$ cat config.mk
export PLATFORM = sky130hd
export DESIGN_NAME = cisc_snoop_ctrl
export DESIGN_NICKNAME = d
export VERILOG_FILES = /design/src/hdl/cisc_aux_tick.v /design/src/hdl/cisc_snoop_ctrl.v
export VERILOG_INCLUDE_DIRS = /design/src /design/src/hdl
export SDC_FILE = /design/constraint.sdc
export NUM_CORES = 1
export LEC_CHECK = 0
export BUFFER_PORTS_ARGS = -buffer_cell sky130_fd_sc_hd__buf_2
export CORE_UTILIZATION = 28
export CTS_CLUSTER_SIZE = 16
export DETAILED_ROUTE_END_ITERATION = 10
export GPL_TIMING_DRIVEN = 0
export PLACE_DENSITY = 0.49
export SYNTH_ARGS = -nofsm -noshare
export SYNTH_HDL_FRONTEND = slang
export SYNTH_HIERARCHICAL = 1
export SYNTH_SLANG_ARGS = --single-unit
$ cat constraint.sdc
create_clock -name i_mclk -period 2.4 [get_ports i_mclk]
set_input_delay 0.24 -clock i_mclk [delete_from_list [all_inputs] [get_ports i_mclk]]
set_output_delay 0.24 -clock i_mclk [all_outputs]
set_load 0.005 [all_outputs]
$ cat src/hdl/cisc_defs.vh
// Register offsets, field positions, reset values and timing for snoop control
`ifndef CISC_DEFS_VH
`define CISC_DEFS_VH

// Register indices (byte address = index * 4)
`define CISC_IDX_RING_THR 8'h0e
`define CISC_IDX_MON_GAIN 8'h10
`define CISC_IDX_HOOK 8'h12
`define CISC_IDX_DC_MASK 8'h13
`define CISC_IDX_SIG_SNOOP 8'h14
`define CISC_IDX_RING_SNOOP 8'h15
`define CISC_IDX_PATH_EN 8'h16
`define CISC_IDX_AC_TERM 8'h17
`define CISC_IDX_STATUS 8'h20
`define CISC_IDX_FRAME 8'h21

// Field positions
`define CISC_HOOK_SWITCH 7
`define CISC_DC_LOOP_ON 6
`define CISC_AC_LOOP_ON 5
`define CISC_SHUNT_LOAD_ON 4
`define CISC_SIG_SNOOP_BIT 4
`define CISC_SIG_BOOST_BIT 3
`define CISC_RING_SNOOP_BIT 4
`define CISC_RING_BOOST_BIT 5
`define CISC_TX_ON_BIT 7
`define CISC_RX_EN_BIT 6
`define CISC_RLOOP_BIT 5
`define CISC_ATTEN_BIT 4
`define CISC_FSYNC_HI 3
`define CISC_FSYNC_LO 0
`define CISC_ACZ_HI 4
`define CISC_ACZ_LO 3
`define CISC_DC_MASK_SELECT_HI 7
`define CISC_DC_MASK_SELECT_LO 6
`define CISC_RGTH_HI 1
`define CISC_RGTH_LO 0

// Reset values
`define CISC_RST_REG 8'h00

// Auxiliary sample refresh
`define CISC_AUX_REFRESH_US 400
`define CISC_CLK_MHZ 40

`endif

$ cat src/hdl/cisc_aux_tick.v
// Periodic refresh strobe for the auxiliary sample registers
`timescale 1ns/10ps
module cisc_aux_tick #(
    parameter CYCLES = 16000
)
(
    // Clock and reset
    input wire i_mclk,
    input wire i_rst_n,
    input wire i_ce,
    // Strobe
    output reg o_tick
);

reg [23:0] cnt_q;

always @(posedge i_mclk)
begin
    if (!i_rst_n)
    begin
        cnt_q <= 24'h000000;
        o_tick <= 1'b0;
    end
    else if (i_ce)
    begin
        if (cnt_q == CYCLES[23:0] - 24'h000001)
        begin
            cnt_q <= 24'h000000;
            o_tick <= 1'b1;
        end
        else
        begin
            cnt_q <= cnt_q + 24'h000001;
            o_tick <= 1'b0;
        end
    end
end

endmodule // cisc_aux_tick

$ cat src/hdl/cisc_snoop_ctrl.v
// Caller-ID snoop control register bank with APB and control-frame writes
// Operation
// - 0x16 bit 6 enables receive path
// - 0x14 bit 4 selects receive-pin snoop
// - 0x14 bit 3 adds caller-ID receive gain
// - 0x15 bit 4 selects ring-detector snoop
// - 0x15 bit 5 inserts 20 dB ring gain
// - Monitor gain register sets tx/rx gains
// - Alarm tone only while modem idle
// - 0x17 bits 4:3 select AC termination
// - 0x13 bits 7:6 select DC mask
// - 0x0E bits 1:0 set ring threshold
// - Global settings writable at any time
// - 0x16 holds path enables and sync
// - Aux samples refresh every 400 us
`timescale 1ns/10ps
`include "cisc_defs.vh"
module cisc_snoop_ctrl #(
    parameter AUX_CYCLES = `CISC_AUX_REFRESH_US * `CISC_CLK_MHZ
)
(
    // Clock, reset, enable
    input wire i_mclk,
    input wire i_rst_n,
    input wire i_ce,
    // APB slave
    input wire i_psel,
    input wire i_penable,
    input wire i_pwrite,
    input wire [11:0] i_paddr,
    input wire [31:0] i_pwdata,
    output reg [31:0] o_prdata,
    output reg o_pready,
    output reg o_pslverr,
    // Control frames from the serial port
    input wire i_frame_valid,
    input wire i_frame_is_ctrl,
    input wire [15:0] i_frame_word,
    // Modem activity, alarm request, aux samples
    input wire i_modem_active,
    input wire i_alarm_req,
    input wire [7:0] i_ring_sample,
    input wire [7:0] i_line_sample,
    // Path controls
    output reg o_receive_path_enable,
    output reg o_transmit_path_on,
    output reg o_remote_loopback_on,
    output reg o_attenuation_on,
    output reg [3:0] o_frame_sync_control,
    output reg o_signal_path_snoop,
    output reg o_signal_snoop_boost,
    output reg o_ring_path_snoop,
    output reg o_ring_snoop_boost,
    output reg [7:0] o_monitor_gain,
    output reg o_hook_switch,
    output reg o_dc_loop_on,
    output reg o_ac_loop_on,
    output reg o_shunt_load_on,
    output reg [1:0] o_ac_termination_select,
    output reg [1:0] o_dc_mask_select,
    output reg [1:0] o_ring_threshold_select,
    output reg o_alarm_tone_on,
    output reg [7:0] o_ring_sample,
    output reg [7:0] o_line_sample
);

////////////////////////////////////////////////////////////////////////////
// Registers
reg [7:0] ring_thr_q;
reg [7:0] mon_gain_q;
reg [7:0] hook_q;
reg [7:0] dc_mask_q;
reg [7:0] sig_snoop_q;
reg [7:0] ring_snoop_q;
reg [7:0] path_en_q;
reg [7:0] ac_term_q;
reg frame_seen_q;
// Two-stage synchronisers for the modem and alarm pins
reg modem_s1_q;
reg modem_s2_q;
reg alarm_s1_q;
reg alarm_s2_q;
wire aux_tick;

// Bus and frame write strobes with their decoded indices
wire apb_wr = i_psel && i_penable && i_pwrite && !o_pready;
wire apb_rd = i_psel && i_penable && !i_pwrite && !o_pready;
wire [7:0] apb_idx = i_paddr[9:2];
wire frm_wr = i_frame_valid && i_frame_is_ctrl;
wire [7:0] frm_idx = i_frame_word[15:8];
wire [7:0] frm_dat = i_frame_word[7:0];

// Only aligned words with the top two address bits clear are mapped
reg idx_ok;
always @*
begin
    case (apb_idx)
        `CISC_IDX_RING_THR, `CISC_IDX_MON_GAIN, `CISC_IDX_HOOK,
        `CISC_IDX_DC_MASK, `CISC_IDX_SIG_SNOOP, `CISC_IDX_RING_SNOOP,
        `CISC_IDX_PATH_EN, `CISC_IDX_AC_TERM, `CISC_IDX_STATUS,
        `CISC_IDX_FRAME: idx_ok = (i_paddr[1:0] == 2'h0) &&
            (i_paddr[11:10] == 2'h0);
        default: idx_ok = 1'b0;
    endcase
end

////////////////////////////////////////////////////////////////////////////
// Register writes; a control frame wins over APB on the same register
always @(posedge i_mclk)
begin
    if (!i_rst_n)
    begin
        ring_thr_q <= `CISC_RST_REG;
        mon_gain_q <= `CISC_RST_REG;
        hook_q <= `CISC_RST_REG;
        dc_mask_q <= `CISC_RST_REG;
        sig_snoop_q <= `CISC_RST_REG;
        ring_snoop_q <= `CISC_RST_REG;
        path_en_q <= `CISC_RST_REG;
        ac_term_q <= `CISC_RST_REG;
        frame_seen_q <= 1'b0;
    end
    else if (i_ce)
    begin
        if (apb_wr && idx_ok)
        begin
            case (apb_idx)
                `CISC_IDX_RING_THR: ring_thr_q <= i_pwdata[7:0];
                `CISC_IDX_MON_GAIN: mon_gain_q <= i_pwdata[7:0];
                `CISC_IDX_HOOK: hook_q <= i_pwdata[7:0];
                `CISC_IDX_DC_MASK: dc_mask_q <= i_pwdata[7:0];
                `CISC_IDX_SIG_SNOOP: sig_snoop_q <= i_pwdata[7:0];
                `CISC_IDX_RING_SNOOP: ring_snoop_q <= i_pwdata[7:0];
                `CISC_IDX_PATH_EN: path_en_q <= i_pwdata[7:0];
                `CISC_IDX_AC_TERM: ac_term_q <= i_pwdata[7:0];
                `CISC_IDX_FRAME: frame_seen_q <= 1'b0;
                default: ;
            endcase
        end
        // Issued after the bus write so that a frame wins on one register
        if (frm_wr)
        begin
            frame_seen_q <= 1'b1;
            case (frm_idx)
                `CISC_IDX_RING_THR: ring_thr_q <= frm_dat;
                `CISC_IDX_MON_GAIN: mon_gain_q <= frm_dat;
                `CISC_IDX_HOOK: hook_q <= frm_dat;
                `CISC_IDX_DC_MASK: dc_mask_q <= frm_dat;
                `CISC_IDX_SIG_SNOOP: sig_snoop_q <= frm_dat;
                `CISC_IDX_RING_SNOOP: ring_snoop_q <= frm_dat;
                `CISC_IDX_PATH_EN: path_en_q <= frm_dat;
                `CISC_IDX_AC_TERM: ac_term_q <= frm_dat;
                default: ;
            endcase
        end
    end
end

////////////////////////////////////////////////////////////////////////////
// APB answer: one wait state, every access answered next cycle
always @(posedge i_mclk)
begin
    if (!i_rst_n)
    begin
        o_pready <= 1'b0;
        o_pslverr <= 1'b0;
        o_prdata <= 32'h00000000;
    end
    else if (i_ce)
    begin
        o_pready <= i_psel && i_penable && !o_pready;
        o_pslverr <= (apb_wr || apb_rd) && !idx_ok;
        o_prdata <= 32'h00000000;
        if (apb_rd && idx_ok)
        begin
            case (apb_idx)
                `CISC_IDX_RING_THR: o_prdata[7:0] <= ring_thr_q;
                `CISC_IDX_MON_GAIN: o_prdata[7:0] <= mon_gain_q;
                `CISC_IDX_HOOK: o_prdata[7:0] <= hook_q;
                `CISC_IDX_DC_MASK: o_prdata[7:0] <= dc_mask_q;
                `CISC_IDX_SIG_SNOOP: o_prdata[7:0] <= sig_snoop_q;
                `CISC_IDX_RING_SNOOP: o_prdata[7:0] <= ring_snoop_q;
                `CISC_IDX_PATH_EN: o_prdata[7:0] <= path_en_q;
                `CISC_IDX_AC_TERM: o_prdata[7:0] <= ac_term_q;
                `CISC_IDX_STATUS:
                begin
                    o_prdata[7] <= modem_s2_q;
                    o_prdata[6] <= o_alarm_tone_on;
                    o_prdata[5] <= o_receive_path_enable;
                    o_prdata[4] <= o_signal_path_snoop;
                    o_prdata[3] <= o_ring_path_snoop;
                    o_prdata[2] <= frame_seen_q;
                end
                `CISC_IDX_FRAME: o_prdata[15:0] <= {o_ring_sample,
                    o_line_sample};
                default: ;
            endcase
        end
    end
end

////////////////////////////////////////////////////////////////////////////
// Pin synchronisers
// Only the second stage of each pair is read by logic
always @(posedge i_mclk)
begin
    if (!i_rst_n)
    begin
        modem_s1_q <= 1'b0;
        modem_s2_q <= 1'b0;
        alarm_s1_q <= 1'b0;
        alarm_s2_q <= 1'b0;
    end
    else if (i_ce)
    begin
        modem_s1_q <= i_modem_active;
        modem_s2_q <= modem_s1_q;
        alarm_s1_q <= i_alarm_req;
        alarm_s2_q <= alarm_s1_q;
    end
end

////////////////////////////////////////////////////////////////////////////
// Auxiliary sample refresh
// Held samples change at most once per refresh strobe
cisc_aux_tick #(
    .CYCLES(AUX_CYCLES)
) u_tick (
    .i_mclk(i_mclk),
    .i_rst_n(i_rst_n),
    .i_ce(i_ce),
    .o_tick(aux_tick)
);

////////////////////////////////////////////////////////////////////////////
// Registered control outputs
always @(posedge i_mclk)
begin
    if (!i_rst_n)
    begin
        o_receive_path_enable <= 1'b0;
        o_transmit_path_on <= 1'b0;
        o_remote_loopback_on <= 1'b0;
        o_attenuation_on <= 1'b0;
        o_frame_sync_control <= 4'h0;
        o_signal_path_snoop <= 1'b0;
        o_signal_snoop_boost <= 1'b0;
        o_ring_path_snoop <= 1'b0;
        o_ring_snoop_boost <= 1'b0;
        o_monitor_gain <= 8'h00;
        o_hook_switch <= 1'b0;
        o_dc_loop_on <= 1'b0;
        o_ac_loop_on <= 1'b0;
        o_shunt_load_on <= 1'b0;
        o_ac_termination_select <= 2'h0;
        o_dc_mask_select <= 2'h0;
        o_ring_threshold_select <= 2'h0;
        o_alarm_tone_on <= 1'b0;
        o_ring_sample <= 8'h00;
        o_line_sample <= 8'h00;
    end
    else if (i_ce)
    begin
        // Path enables and frame sync
        o_receive_path_enable <= path_en_q[`CISC_RX_EN_BIT];
        o_transmit_path_on <= path_en_q[`CISC_TX_ON_BIT];
        o_remote_loopback_on <= path_en_q[`CISC_RLOOP_BIT];
        o_attenuation_on <= path_en_q[`CISC_ATTEN_BIT];
        o_frame_sync_control <=
            path_en_q[`CISC_FSYNC_HI:`CISC_FSYNC_LO];
        // Snoop paths and their gains
        o_signal_path_snoop <= sig_snoop_q[`CISC_SIG_SNOOP_BIT];
        o_signal_snoop_boost <= sig_snoop_q[`CISC_SIG_BOOST_BIT];
        o_ring_path_snoop <= ring_snoop_q[`CISC_RING_SNOOP_BIT];
        o_ring_snoop_boost <= ring_snoop_q[`CISC_RING_BOOST_BIT];
        o_monitor_gain <= mon_gain_q;
        // Hook controls pass through; the host chooses the combination
        o_hook_switch <= hook_q[`CISC_HOOK_SWITCH];
        o_dc_loop_on <= hook_q[`CISC_DC_LOOP_ON];
        o_ac_loop_on <= hook_q[`CISC_AC_LOOP_ON];
        o_shunt_load_on <= hook_q[`CISC_SHUNT_LOAD_ON];
        // Global line settings, changeable at any time
        o_ac_termination_select <=
            ac_term_q[`CISC_ACZ_HI:`CISC_ACZ_LO];
        o_dc_mask_select <= dc_mask_q[`CISC_DC_MASK_SELECT_HI:`CISC_DC_MASK_SELECT_LO];
        o_ring_threshold_select <=
            ring_thr_q[`CISC_RGTH_HI:`CISC_RGTH_LO];
        // The tone is held off whenever the modem is busy
        o_alarm_tone_on <= alarm_s2_q && !modem_s2_q;
        if (aux_tick)
        begin
            o_ring_sample <= i_ring_sample;
            o_line_sample <= i_line_sample;
        end
    end
end

endmodule // cisc_snoop_ctrl

# == Word-level counts from Yosys, hierarchy flattened ==
# Cells that the tools add are included.
# word_totals
regBits,159
elab_cells,124
# op_classes
addsub,1
eq_ne,19
mux,42
n_reduce_logical,24
# op_table
operator,n
two-way mux 8 bit,33
"equality test 8 x 5 -> 1 bit, second input constant",14
case mux 6 bit (10 select lines),1
"adder 24 x 1 -> 24 bit, second input constant",1
"equality test 24 x 14 -> 1 bit, second input constant",1
two-way mux 24 bit,1
case mux 2 bit (9 select lines),1
"equality test 8 x 4 -> 1 bit, second input constant",2
"equality test 8 x 6 -> 1 bit, second input constant",2
two-way mux 16 bit,1
logical AND 1 bit,12
OR reduction 10 bit,1
two-way mux 1 bit,5
zero test 1 bit,4
zero test 2 bit,2
nonzero test 2 bit,2
AND reduction 3 bit,1
AND reduction 2 bit,1
logical OR 1 bit,1

# == Longest topological paths before layout ==
# logic_depth
ltp_word,7
ltp_mapped,7
mapped_depth_nobuf,5

# == Hierarchy ==
# Netlist, hierarchy kept.
# modules_own_cells
module,instances,cells_per_inst,area_per_inst_um2,seq_area_each_um2
cisc_snoop_ctrl,1,729,6602.6,2682.6
cisc_aux_tick,1,145,1244.9,500.5

# == Least setup slack after synthesis ==
# No wires, ideal clock.
# synth_timing
path_type,flip-flop to flip-flop
startpoint,register u_tick.cnt_q[3]
endpoint,register u_tick.cnt_q[23]
setup_time_ns,0.068
arrival_time_ns,1.787
required_time_ns,2.332
setup_slack_ns,0.544
path_stages_with_launch,6
path_buffers,1
synth_period_minus_slack_ns,1.856
cell_sequence,dfxtp_1 nand4_2 or4_1 buf_2 or4_4 a21oi_2
# synth_via
elab_chain_len,2
elab_cells_between_ends,3
# synth_rtl
item,line_no,text
start: declaration,cisc_aux_tick.v:15,reg [23:0] cnt_q;
start signal: assignment,cisc_aux_tick.v:33,cnt_q <= cnt_q + 24'h000001;
adder 24 x 1 -> 24 bit / equality test 24 x 14 -> 1 bit (equally long branches),"cisc_aux_tick.v:33, cisc_aux_tick.v:26",
two-way mux 24 bit *,cisc_aux_tick.v:26,if (cnt_q == CYCLES[23:0] - 24'h000001)
# Every way passes the cells marked *; elsewhere a longest branch is shown, timed or not.
# A chain may end at the register's enable or synchronous reset.

==> results.tsv <==
stage	metric	value	unit
run_status	status	finished clean	
route	wire_per_inst	20.90	um
route	vias	7419	
clocking	cts_tree	done	
floorplan	core	0.02725	mm2
critical_path	crit_type	in -> reg	
sta	drv_slew	0	
grt	antenna_found_initial	0	
floorplan	initial_core_util	28.80	%
synthesis	synth.area.top_cells	dfxtp_1, mux2i_1, a21oi_1	
critical_path	cp-start-kind	input port	
synthesis	yosys.area.top_type	dfxtp_1	
synthesis	synth_area_per_cell	8.979	um2
synthesis	syn-cell-area	0.007848	mm2
finish	largest_reg_flops	24	
placement	io_buffers	125	
finish	fillerInstances	2865	
route	drt_iter0_markers	580	
grt	grt-ovfl-total	0	
sta	rsz0062_at_grt	false	
synthesis	ys_top_cells_by_count	dfxtp_1, mux2i_1, nor2_1, a21oi_1, nand2_1	
sta	tightest_slew	1.012	ns
pwr	finalPower	5.760	mW
pwr	vdd_drop_max	0.0003065	V
grt	grt_use_total	20.83	%
synthesis	synth_most_common_cell	dfxtp_1	
finish	antenna_cells	0	
run	max_cap_viol_count	0	
finish	drive_gt1_share	20.94	%
clocking	clk_latency	0.43	ns
clocking	postCtsHoldBufs	0	
sta	period_share	92.24	%
critical_path	path_max_fanout	10	
clocking	clock_path_buffers	2	
sta	clock_skew	0.009358	ns
synthesis	synth-seq-area-share	40.56	%
floorplan	fp.dieW	169.4	um
worst_hold_path	hold_class	in -> reg	
finish	final_util	35.16	%
finish	seq_area	0.003183	mm2
route	routed_wl	29630	um
sta	setup_viol	0	
route	ant_nets	0	
finish	largest_registers	u_tick/cnt_q: 24 flops, o_prdata: 16 flops	
route	firstDrtPassIters	5	
floorplan	core.rowCount	60	
synthesis	synthArstFlopShare	0	%
route	route.detailed.drc	0	
sta	maxSlewHeadroom	32.33	%
placement	dpl.hpwl	22150	um
floorplan	die_y	169.4	um
critical_path	cp.arrival	2.51	ns
synthesis	ys_ff_latch	159	
sta	tns	0	ns
sta	min_period	2.214	ns
finish	final_nets	1121	
synthesis	yosysWarnings	6	
finish	multiInputGateArea	0.004317	mm2
floorplan	die-area	0.02870	mm2
placement	place_congestion	0.8977	
floorplan	io_pins	167	
sta	hold_viol_final	0	
route	vias_per_cell	5.232	
clocking	h-tree-depth	4	
placement	place_inst	1386	
finish	final_cells	1418	
critical_path	critPathRequiredTime	2.69	ns
grt	grt_pass1_vias	6977	
synthesis	synth_edf_count	0	
pwr	p_leak	3.610	nW
clocking	cts-buffers-inserted	17	
synthesis	synthCells	874	
clocking	cts_sinks	159	
grt	grt_pass1_wl	44230	um
sta	hold_slack	0.04744	ns
synthesis	synth_top_area_share	40.56	%
sta	timing.fmax	451.7	MHz
synthesis	synthDistinctLibCells	71	
clocking	root_buffer	clkbuf_16	
clocking	path_clk_slew	0.07	ns
critical_path	end_kind	flop	
pwr	power_density	601.2	mW/mm2
grt	grt_max_degree	20	
finish	top_register	u_tick/cnt_q	
synthesis	ys.flop_type	dfxtp_1	
finish	area.growth.synth_to_final	22.10	%
[cell families after synthesis]
| kind of cell | after synthesis | synth area share [%] |
|---|---|---|
| xor gates and xnor gates | 13 | 1.451 |
| DFF | 159 | 40.56 |
| buffers and inverters | 88 | 5.309 |
| adders and majority gates | 1 | 0.1594 |
| muxes | 94 | 12.56 |
| other | 1 | 0.04779 |
| AOI/OAI and AO/OA | 231 | 19.69 |
| and+or+nand+nor | 287 | 20.22 |
[critical path, stage by stage]
cell and delay (ns):
buf_2 0.17, clkbuf_1 0.49, clkbuf_1 0.54, buf_1 0.73, mux2i_1 0.27, nor2_1 0.06
[per-stage QoR]
stage	setup slack (ns)	area, um2
after global placement	-0.7842	8995
after CTS	0.08376	9558
after floorplan	0.5442	7904
after detailed placement	-0.7345	8995
after global routing	0.004147	9582
final	0.1862	9582
[cell type report]
type | count | share of cell area, %
multi-input combinational | 642 | 45.05
sequential | 159 | 33.22
timing repair buffer | 127 | 6.686
tap | 372 | 4.858
clock buffer | 18 | 4.479
buffer | 80 | 4.048
clock inverter | 13 | 1.384
inverter | 7 | 0.2742
[placed cells by master, fill, tap and decap left out, types with 24 or more instances in the layout]
cell type,instances
o21ai_0,42
nand2_1,67
o221ai_1,40
a21oi_1,74
buf_2,134
dfxtp_1,159
nor2_1,85
a211oi_1,24
mux2i_1,85
clkbuf_1,49
[report_power, final]
part           internal (mW)  leakage, nW  switching [mW]
sequential              2.65         1.28         0.00783
clock                   1.45        0.267            1.21
combinational          0.153         2.06           0.297
[routing by layer]
| metal | vias up | wire length (um) | track usage (%) |
|---|---|---|---|
| li1 | 3557 | - | - |
| met1 | 3512 | 13210 | 28.42 |
| met2 | 305 | 13270 | 31.96 |
| met3 | 45 | 2382 | 4.781 |
| met4 | 0 | 762 | 7.521 |
| met5 | - | 0 | 0 |
[worst paths after layout]
kind | startpoint | slack [ns] | cells past startpoint | end
worst min register to register | o_prdata[5]$_SDFFE_PN0P_ | 0.46 | 2 | o_prdata[5]$_SDFFE_PN0P_
worst max register to register | o_pready$_SDFFE_PN0P_ | 0.21 | 6 | ac_term_q[2]$_SDFFE_PN0P_
worst max-delay path | i_ce | 0.19 | 6 | o_dc_mask_select[0]$_SDFFE_PN0P_
worst min-delay path | i_ring_sample[2] | 0.05 | 3 | o_ring_sample[2]$_SDFFE_PN0P_
[timing repair]
item,4_1_cts,5_1_grt
pin swaps,0,1
endpoints found under the setup margin,11,12
resized for setup,2,4
setup buffers,0,2
Note: power is estimated with default switching activity, not from simulation.
